### src/design/mul_div_params.svh
// Purpose: Constants of the nibble-wide multiply/divide unit.
// Assumes: CPU clock drives the unit; I/O bus on the same clock.
// Notes: Addresses are full 16-bit I/O memory addresses.
//
// How it works
// - Operands are unsigned; 8x8 multiply and 16/8 divide are offered.
// - Multiply: multiplier in source, multiplicand in low dest, write 0.
// - Multiply ends 10 clocks after start; product and flags load together.
// - Multiply negative flag copies bit 7 of high dest byte.
// - Multiply always clears overflow flag.
// - Multiply zero flag is set when whole 16-bit product is zero.
// - Divide: divisor in source, dividend across dest bytes, write 1.
// - Divide ends 10 clocks after start; quotient low, remainder high.
// - Divide overflow flag set when quotient needs more than 8 bits.
// - On divide overflow both dest bytes keep the dividend.
// - Divide negative flag copies bit 7 of low dest byte.
// - Divide zero flag is set when low dest byte is zero.
// - Source operand keeps its value until software writes it again.
// - Bytes are nibble pairs at ff80..ff85, low nibble at lower address.
// - Dest contents are captured at the start write and used from there.
// - Multiply ignores the high dest byte as an input.
// - Source and dest bytes have no reset value.
// - Negative flag is read-only and resets to zero.
// - Mode-start bit reads one while busy, zero when done; resets zero.
// - Overflow and zero flags are read-only and reset to zero.
`ifndef MUL_DIV_PARAMS_SVH
`define MUL_DIV_PARAMS_SVH

`define MDU_ADDR_SRC_LO 16'hff80
`define MDU_ADDR_SRC_HI 16'hff81
`define MDU_ADDR_DLO_LO 16'hff82
`define MDU_ADDR_DLO_HI 16'hff83
`define MDU_ADDR_DHI_LO 16'hff84
`define MDU_ADDR_DHI_HI 16'hff85
`define MDU_ADDR_CTRL 16'hff86

`define MDU_BIT_NEG 3
`define MDU_BIT_OVF 2
`define MDU_BIT_ZERO 1
`define MDU_BIT_MODE 0

`define MDU_MODE_MUL 1'b0
`define MDU_MODE_DIV 1'b1

`define MDU_CTRL_RESET 4'h0
`define MDU_RDATA_RESET 4'h0

`define MDU_OP_CYCLES 10
`define MDU_BUS_CYCLES 5

`endif

### src/design/mul_div_pkg.sv
// Purpose: Types of the multiply/divide unit.
// Assumes: Nothing beyond the constants header.
// Notes: Carries the I/O bus request and the flag group.
package mul_div_pkg;

  typedef struct packed {
    logic [15:0] addr;
    logic wr;
    logic rd;
    logic [3:0] wdata;
  } io_req_s;

  typedef struct packed {
    logic neg;
    logic ovf;
    logic zero;
  } arith_flags_s;

  typedef enum {ST_IDLE, ST_RUN} op_state_e;

endpackage

### src/design/mul_div_unit.sv
// Purpose: Unsigned 8x8 multiply and 16/8 divide on nibble I/O registers.
// Assumes: io_req comes from the CPU core on mclk, one access a cycle.
// Notes: Read data appears one cycle after the read strobe.
`timescale 1ns/1ps
`include "mul_div_params.svh"

module mul_div_unit #(
  parameter int unsigned OP_CYCLES = `MDU_OP_CYCLES
) (
  input wire logic mclk,
  input wire logic resetn,
  input wire mul_div_pkg::io_req_s io_req,
  output logic [3:0] io_rdata_r
);
  import mul_div_pkg::*;

  if (OP_CYCLES < 1 || OP_CYCLES > 255) begin : g_chk
    $error("OP_CYCLES must lie in 1..255");
  end

  localparam int NIBS = 6;

  logic [3:0] nib_r [0:NIBS-1];
  logic [7:0] src;
  logic [7:0] dlo;
  logic [7:0] dhi;
  logic [15:0] dest16;
  logic start;
  logic done;
  logic busy;
  op_state_e st_r;
  logic [7:0] cnt_r;
  logic mode_r;
  logic [7:0] cap_src_r;
  logic [7:0] cap_lo_r;
  logic [7:0] cap_hi_r;
  arith_flags_s flg_r;
  arith_flags_s flg_nxt;
  logic [15:0] prod;
  logic [15:0] dvd;
  logic [15:0] dvs;
  logic [7:0] quo;
  logic [7:0] rem;
  logic ovf;
  logic res_we;
  logic [15:0] res16;
  logic [7:0] nxt_lo;
  logic [3:0] rd_mux;

  // Byte views of the nibble store
  assign src = {nib_r[1], nib_r[0]};
  assign dlo = {nib_r[3], nib_r[2]};
  assign dhi = {nib_r[5], nib_r[4]};
  assign dest16 = {dhi, dlo};

  // Any write to the control nibble starts an operation
  assign start = io_req.wr && (io_req.addr == `MDU_ADDR_CTRL);
  assign busy = (st_r == ST_RUN);
  assign done = busy && (cnt_r == 8'h01);

  // Operation sequencer
  always_ff @(posedge mclk or negedge resetn) begin
    if (!resetn) begin
      st_r <= ST_IDLE;
    end else begin
      case (st_r)
        ST_IDLE: begin
          if (start) begin
            st_r <= ST_RUN;
          end
        end
        ST_RUN: begin
          if (start) begin
            st_r <= ST_RUN;
          end else if (done) begin
            st_r <= ST_IDLE;
          end
        end
        default: begin
          st_r <= ST_IDLE;
        end
      endcase
    end
  end

  // Cycle counter to completion
  always_ff @(posedge mclk or negedge resetn) begin
    if (!resetn) begin
      cnt_r <= 8'h00;
    end else if (start) begin
      cnt_r <= 8'(OP_CYCLES);
    end else if (busy) begin
      cnt_r <= cnt_r - 8'h01;
    end
  end

  // Mode latched from the start write
  always_ff @(posedge mclk or negedge resetn) begin
    if (!resetn) begin
      mode_r <= `MDU_MODE_MUL;
    end else if (start) begin
      mode_r <= io_req.wdata[`MDU_BIT_MODE];
    end
  end

  // Operand capture at start
  always_ff @(posedge mclk) begin
    if (start) begin
      cap_src_r <= src;
      cap_lo_r <= dlo;
      if (io_req.wdata[`MDU_BIT_MODE] == `MDU_MODE_DIV) begin
        cap_hi_r <= dhi;
      end else begin
        cap_hi_r <= 8'h00;
      end
    end
  end

  // Arithmetic on captured operands only
  always_comb begin
    prod = {8'h00, cap_lo_r} * {8'h00, cap_src_r};
    dvd = {cap_hi_r, cap_lo_r};
    ovf = (cap_hi_r >= cap_src_r);
    dvs = {8'h00, (ovf ? 8'h01 : cap_src_r)};
    quo = 8'(dvd / dvs);
    rem = 8'(dvd % dvs);
    res_we = (mode_r == `MDU_MODE_MUL) || !ovf;
    res16 = (mode_r == `MDU_MODE_DIV) ? {rem, quo} : prod;
    nxt_lo = res_we ? res16[7:0] : dlo;
  end

  // Flag values at completion
  always_comb begin
    if (mode_r == `MDU_MODE_MUL) begin
      flg_nxt.neg = prod[15];
      flg_nxt.ovf = 1'b0;
      flg_nxt.zero = (prod == 16'h0000);
    end else begin
      flg_nxt.neg = nxt_lo[7];
      flg_nxt.ovf = ovf;
      flg_nxt.zero = (nxt_lo == 8'h00);
    end
  end

  // Flags change only at completion
  always_ff @(posedge mclk or negedge resetn) begin
    if (!resetn) begin
      flg_r <= '0;
    end else if (done) begin
      flg_r <= flg_nxt;
    end
  end

  // Nibble store, no reset
  for (genvar i = 0; i < NIBS; i++) begin : g_nib
    localparam logic [15:0] NIB_ADDR = `MDU_ADDR_SRC_LO + 16'(i);
    logic hit;
    assign hit = io_req.wr && (io_req.addr == NIB_ADDR);
    if (i >= 2) begin : g_dest
      always_ff @(posedge mclk) begin
        if (done && res_we) begin
          nib_r[i] <= res16[(i-2)*4 +: 4];
        end else if (hit) begin
          nib_r[i] <= io_req.wdata;
        end
      end
    end else begin : g_src
      always_ff @(posedge mclk) begin
        if (hit) begin
          nib_r[i] <= io_req.wdata;
        end
      end
    end
  end

  // Read data selection
  always_comb begin
    rd_mux = 4'h0;
    if (io_req.addr == `MDU_ADDR_CTRL) begin
      rd_mux[`MDU_BIT_NEG] = flg_r.neg;
      rd_mux[`MDU_BIT_OVF] = flg_r.ovf;
      rd_mux[`MDU_BIT_ZERO] = flg_r.zero;
      rd_mux[`MDU_BIT_MODE] = busy;
    end else if (io_req.addr >= `MDU_ADDR_SRC_LO &&
                 io_req.addr <= `MDU_ADDR_DHI_HI) begin
      rd_mux = nib_r[3'(io_req.addr - `MDU_ADDR_SRC_LO)];
    end
  end

  always_ff @(posedge mclk or negedge resetn) begin
    if (!resetn) begin
      io_rdata_r <= `MDU_RDATA_RESET;
    end else if (io_req.rd) begin
      io_rdata_r <= rd_mux;
    end
  end

  // Checks
  logic src_wr;
  logic [1:0] src_seen_r;
  assign src_wr = io_req.wr && (io_req.addr == `MDU_ADDR_SRC_LO ||
                                io_req.addr == `MDU_ADDR_SRC_HI);

  // Source byte known once both nibbles were written
  always_ff @(posedge mclk or negedge resetn) begin
    if (!resetn) begin
      src_seen_r <= 2'b00;
    end else if (io_req.wr && io_req.addr == `MDU_ADDR_SRC_LO) begin
      src_seen_r[0] <= 1'b1;
    end else if (io_req.wr && io_req.addr == `MDU_ADDR_SRC_HI) begin
      src_seen_r[1] <= 1'b1;
    end
  end
endmodule // mul_div_unit

### config.mk
export PLATFORM = sky130hd
export DESIGN_NAME = mul_div_unit
export DESIGN_NICKNAME = d
export VERILOG_FILES = /design/src/design/mul_div_pkg.sv /design/src/design/mul_div_unit.sv
export VERILOG_INCLUDE_DIRS = /design/src /design/src/design
export SDC_FILE = /design/constraint.sdc
export NUM_CORES = 1
export LEC_CHECK = 0
export BUFFER_PORTS_ARGS = -buffer_cell sky130_fd_sc_hd__clkbuf_2
export CORE_ASPECT_RATIO = 2
export CORE_MARGIN = 1.5
export CORE_UTILIZATION = 40
export DETAILED_ROUTE_END_ITERATION = 16
export GPL_TIMING_DRIVEN = 0
export HOLD_SLACK_MARGIN = 0.03
export SYNTH_ARGS = -nofsm -noshare
export SYNTH_HDL_FRONTEND = slang
export SYNTH_SLANG_ARGS = --single-unit
### constraint.sdc
create_clock -name mclk -period 31.4 [get_ports mclk]
set_input_delay 1.57 -clock mclk [delete_from_list [all_inputs] [get_ports mclk]]
set_output_delay 1.57 -clock mclk [all_outputs]
set_load 0.005 [all_outputs]
* Word-level counts from Yosys, hierarchy flattened *
Memories as Yosys holds them, arrays and structs flattened. A register that Yosys moved wholly into a read port is not among the register bits.
Cells that the tools add are included.

storage, ports and cells
  bits in writable memories = 24
  word-level logic and storage cells = 91
  flip-flop bits (word level) = 56
  bits in latches = 0
  output and inout bits = 4
  memories kept = 1
  memory bits (read-only) = 0

operators by class
  shift-type cells = 0
  muxes and demuxes = 37
  $lt $le $gt $ge = 3
  reductions and logical operators = 20
  bitwise logic cells = 5
  multiply operators = 1
  equality and inequality tests = 12
  div/mod/pow operators = 2
  add/sub/neg operators = 2

memory list
  name   words  width  read ports  clocked after memory_dff  wr ports  line                text
  nib_r  6      4      7           4                         5         mul_div_unit.sv:23  logic [3:0] nib_r [0:NIBS-1];

operators with widths
  kind                                                                 count
  16-bit == test (second input constant)                               7
  32-bit 2-to-1 mux                                                    3
  32-bit case mux with 2 select lines                                  1
  32-bit by 1-bit == test with 1-bit output (second input constant)    1
  32-bit by 2-bit == test with 1-bit output (second input constant)    1
  32-bit zero test                                                     1
  8-bit 2-to-1 mux                                                     4
  4-bit 2-to-1 mux                                                     7
  1-bit 2-to-1 mux                                                     19
  16-bit by 8-bit divider with 16-bit output                           1
  16-bit >= comparator (second input constant)                         1
  16-bit less-or-equal comparator (second input constant)              1
  16-bit zero test                                                     1
  16-bit by 8-bit remainder unit with 16-bit output                    1
  8-bit by 8-bit multiplier with 16-bit output                         1
  16-bit 2-to-1 mux                                                    1
  1-bit logical AND                                                    10
  8-bit by 1-bit == test with 1-bit output (second input constant)     1
  8-bit >= comparator                                                  1
  8-bit zero test                                                      1
  8-bit by 1-bit subtractor with 8-bit output (second input constant)  1
  3-bit 2-to-1 mux                                                     2
  1-bit bitwise OR                                                     4
  4-bit OR reduction                                                   1
  other kinds (8)                                                      10

* Longest topological paths before layout *
  depth in word-level cells = 7
  mapped depth = 172
  depth with buffers taken out = 159

* Least setup slack after synthesis *
Ideal clock, no wire load.

  path kind = register -> register
  start point = reg cap_src_r[1], read port of nib_r
  end point = mem nib_r[2][0], data pin
  library setup time = 268 ps
  cell stages (with the launch flop) = 163
  data arrival time = 32387 ps
  required time = 31132 ps
  path buffers = 12
  clock period less this slack = 32655 ps
  path slack = -1255 ps
  path through = edfxtp_1 -> clkbuf_1 -> inv_1 -> ha_1 -> or4_1 -> a21o_1 -> o211a_1 -> buf_6 -> or3_1 -> inv_1 -> ha_1 -> a21oi_1 -> ha_1 -> o21ai_0 -> nand2b_1 -> or3_1 -> o31ai_1 -> a211o_1 -> (+127 left out) -> nor2b_1 -> o2111a_1 -> a22oi_1 -> buf_4 -> mux2_2 -> ha_1 -> nand2_1 -> nand2_1 -> a21oi_1 -> o21bai_1 -> a21oi_1 -> o21ai_0 -> a21o_1 -> a2111oi_0 -> o2111a_1 -> o311ai_2 -> o31ai_1 -> a21oi_1

RTL lines
  element             line                text
  start: declaration  mul_div_unit.sv:34  logic [7:0] cap_src_r;
  end: declaration    mul_div_unit.sv:23

==> results by group <==
GRT
  – Number of antenna violations at the first check in global routing: 0
  – Global-route wire length before repair: 57.77 mm
  – Global-route usage over all layers: between 20% and 30%
  – Pin count of the biggest net entering global routing: 32
  – Number of global-route vias before repair: 11205
  – Overflow after GRT: 0

Clock network
  – Clock buffer count from CTS: 9
  – Clock-pin slew on the worst setup and hold paths: 0.06 ns
  – Deepest clock path buffer count: 2
  – Number of sinks on the clock net: 65
  – CTS tree: built
  – Buffer cell driving the clock tree root: sky130_fd_sc_hd__clkbuf_16
  – CTS Hold Bufs: 0
  – CTS H-Tree Depth: 3
  – Source-to-sink clock delay at the later pin of the worst-skew pair: 0.33 ns

Worst setup path
  – Worst R2R Setup Slack: -0.13 ns
  – Worst Reg2Reg Path Length in Cells: 160
  – Worst Path Buf+Inv: 15
  – Data required time of the worst path: 31.48 ns
  – Max stage delay cell, worst path: sky130_fd_sc_hd__or4_4
  – Most frequent cell on the critical path: sky130_fd_sc_hd__o21a_1
  – Critical Path Start Type: flop
  – Stage delay of the slowest cell on the critical path: ~0.62 ns
  – Crit-path leading delay family: compound AO/OA/AOI/OAI gates
  – Crit Path Class: flop to flop
  – Crit path from: cap_src_r[1]
  – Critical Path End Type: flop
  – End of the critical path: nib_r[2][0]
  – Count of cell instances traversed by the critical path: 160
  – WP data arrival: around 32 ns
  – Worst-path fanout max: 8
  – Reg2Reg Launch Point: cap_src_r[1]
  – FF-to-FF End: nib_r[2][0]

Worst hold path
  – Number of cells on the worst hold path: 0
  – Worst hold-check path type: flop to flop

Detailed routing
  – Wirelength, routed: between 30 and 40 mm
  – DRC viols: 0
  – Number of vias after detailed routing: 11386
  – Average wire length per cell after detail routing: 20.26 um
  – DRT Pass-1 Iters: 5
  – Ratio of routed vias to standard cells: roughly 6.0
  – Routed Antenna Nets: 0
  – DR iter-0 viols: 527

STA
  – Final setup margin: -0.1288 ns
  – Hold violation count in the final report: 0
  – Final min period: 31.53 ns
  – Pin slew with the least headroom to its limit: 1.299 ns
  – Clock tree skew after final layout: 0.008109 ns
  – Relative max-transition margin: 13.22%
  – RSZ-0062 raised after global routing: true
  – Setup-failing EPs final: 8
  – Maximum clock frequency: 0.03172 GHz
  – Pins Over Slew Limit: 0
  – Final Cycle Share: 100.4%

Logic synthesis
  – Mean instance size in the synthesized netlist: 8.243 um^2
  – Number of flip-flops and latches in the synthesized netlist: 65
  – Share of synthesized area occupied by flip-flops and latches: 16.61%
  – Synthesized net count: 1571
  – Netlist cell types: 101
  – Proportion of netlist area held by the largest area contributor: 16.37%
  – Cell count after synthesis: 1363
  – Count of flip-flops with a built-in enable after synthesis: 48
  – Syn Std Cell Area: 11240 um^2
  – Most common cell in the netlist: sky130_fd_sc_hd__ha_1
  – Yosys top cell by area: sky130_fd_sc_hd__ha_1
  – Top post-synthesis cells by count: sky130_fd_sc_hd__ha_1, sky130_fd_sc_hd__nor2_1, sky130_fd_sc_hd__nand2_1
  – Most area-consuming cells after synthesis: sky130_fd_sc_hd__ha_1, sky130_fd_sc_hd__edfxtp_1, sky130_fd_sc_hd__fa_1, sky130_fd_sc_hd__nor2_1, sky130_fd_sc_hd__nand2_1
  – Most common flop cell mapped by yosys: sky130_fd_sc_hd__edfxtp_1
  – Fraction of registers with async set or reset after synthesis: around a quarter
  – Number of warnings reported in the yosys synthesis log: 0

Pwr
  – Peak ir drop on the vdd network: 41.48 uV
  – Leakage power figure: around 6 nW
  – Total power divided by cell area: approximately 14 nW/um^2

Final layout
  – Layout-stage area growth over the synthesis result: 29.40%
  – Non-filler cells in the finished layout: 1902
  – Share of final-layout standard cells stronger than drive strength 1: 28.06%
  – Fill cells: 2659
  – Ant diodes: 0
  – Net count, final: 1753

Floorplan
  – Overall die height: 240.0 um
  – Horizontal die dimension: 121.5 um
  – Initial standard-cell utilization of the core: 40.79%
  – Core Region: 27550 um^2
  – Row count: 86
  – Number of top-level pins: 28
  – Floorplan die area: around 30000 um^2

Place
  – Global placement routability congestion: just under 1
  – Buffers on Ports: 25
  – Half-perimeter wire length after detailed placement: a little under 30 mm
  – Worst Setup Slack post-DPL: -6.236 ns
  – Number of instances in the placed design: 1740

Run
  – Reported max-cap violation count: 0

Status
  – Violated checks: setup timing
  – Run status: finished, violations left
## state kept, by name, summed over array words and instances, names as in the netlist
name / count
mode_r: 1
io_rdata_r: 4
flg_r: 3
cap_src_r: 8
cap_hi_r: 8
cap_lo_r: 8
nib_r: 24
cnt_r: 8
st_r: 1
## worst min-delay path by stage
| stage | start | end | slack (ns) |
|---|---|---|---|
| 4_1_cts | nib_r[0][2] | cap_src_r[2] | 0.48 |
| 6_report | nib_r[0][2] | cap_src_r[2] | 0.48 |
| 5_1_grt | nib_r[2][0] | cap_lo_r[0] | 0.49 |
| 3_3_place_gp | nib_r[0][0] | cap_src_r[0] | 0.46 |
| 3_5_place_dp | nib_r[2][0] | cap_lo_r[0] | 0.47 |
| 2_1_floorplan | nib_r[1][2] | cap_src_r[6] | 0.42 |
## cells by family (layout without fill, tap and decap cells)
| group | count (synthesis) | count (layout) | synth area share, % |
|---|---|---|---|
| flip-flops | 65 | 65 | 16.61 |
| buffers and inverters | 144 | 331 | 5.056 |
| multiplexers | 49 | 49 | 5.390 |
| adder cells (fa/ha/maj) | 185 | 185 | 23.05 |
| AO/OA/AOI/OAI | 368 | 368 | 23.21 |
| AND/OR/NAND/NOR | 497 | 497 | 22.39 |
| XOR/XNOR | 55 | 55 | 4.287 |
## per-stage QoR
stage          util (%)  hold slack (ns)  total power [mW]  setup TNS (ns)  area, um^2
4_1_cts           48.09           0.4765            0.2083               0       13250
5_1_grt           52.78           0.4858            0.2125          -13.75       14540
6_report          52.78           0.4769            0.2077         -0.5773       14540
3_5_place_dp      43.12           0.4692            0.1075          -64.31       11880
2_1_floorplan         -           0.4213            0.1031               0       11310
3_3_place_gp      43.12           0.4608            0.1073          -60.19       11880
## layer usage
| layer | vias to the layer above | track usage [%] | part of all wire, % |
|---|---|---|---|
| li1 | 5404 | - | - |
| met1 | 5520 | 23.51 | 33 |
| met2 | 308 | 51.84 | 56 |
| met3 | 154 | 1.708 | 2.8 |
| met4 | 0 | 17.08 | 7.6 |
| met5 | - | 0 | 0 |
## report_power, final
part	internal (mW)	switching [mW]	total [mW]
Sequential	0.0938	0.00195	0.0958
Clock	0.0622	0.0392	0.101
Combinational	0.00504	0.00550	0.0105
## layout by cell type (no fill, tap or decap), types with 9 or more instances in the layout
cell type / Yosys / routed
sky130_fd_sc_hd__nand2b_1: 17 / 16
sky130_fd_sc_hd__o31ai_1: 26 / 17
sky130_fd_sc_hd__inv_1: 89 / 82
sky130_fd_sc_hd__nand2_1: 123 / 115
sky130_fd_sc_hd__dfrtp_1: 17 / 17
sky130_fd_sc_hd__a31oi_1: 12 / 11
sky130_fd_sc_hd__a21oi_2: 0 / 16
sky130_fd_sc_hd__and2_1: 43 / 42
sky130_fd_sc_hd__edfxtp_1: 48 / 48
sky130_fd_sc_hd__nand4_1: 20 / 20
sky130_fd_sc_hd__nor4_1: 13 / 10
sky130_fd_sc_hd__o211a_1: 10 / 10
sky130_fd_sc_hd__clkbuf_2: 0 / 25
sky130_fd_sc_hd__ha_1: 147 / 116
sky130_fd_sc_hd__nor2_1: 130 / 119
sky130_fd_sc_hd__buf_6: 3 / 9
sky130_fd_sc_hd__buf_4: 1 / 147
sky130_fd_sc_hd__fa_1: 37 / 36
sky130_fd_sc_hd__o21ai_0: 53 / 39
sky130_fd_sc_hd__ha_4: 0 / 27
sky130_fd_sc_hd__o21a_1: 41 / 40
sky130_fd_sc_hd__xor2_1: 16 / 16
sky130_fd_sc_hd__a21oi_1: 76 / 53
sky130_fd_sc_hd__mux2_2: 33 / 29
sky130_fd_sc_hd__nor3_1: 54 / 52
sky130_fd_sc_hd__clkbuf_16: 0 / 10
sky130_fd_sc_hd__or3_1: 17 / 10
sky130_fd_sc_hd__nand3_1: 17 / 15
sky130_fd_sc_hd__o21ai_1: 5 / 9
sky130_fd_sc_hd__clkbuf_1: 43 / 31
sky130_fd_sc_hd__or4_1: 11 / 9
sky130_fd_sc_hd__xnor2_1: 39 / 39
sky130_fd_sc_hd__a21o_1: 28 / 27
## final cells by class
type | instances | area (um^2) | area share, %
well taps | 352 | 440.4 | 3.029
clock buffers | 9 | 225.2 | 1.549
multi-input cells | 1154 | 9982 | 68.66
plain buffers | 47 | 295.3 | 2.031
inverters | 92 | 356.6 | 2.453
repair buffers | 176 | 1294 | 8.898
flip-flops and latches | 65 | 1867 | 12.84
clock inverters | 7 | 78.83 | 0.5422
## repair_timing
item / CTS / global route
endpoints found under the hold margin: 0 / 0
gates cloned: 1 / 1
setup buffers: 64 / 85
endpoints found under the setup margin: 12 / 10
pin swaps: 45 / 132
resized for setup: 124 / 122
No activity file was read; power rests on OpenSTA's default activity.
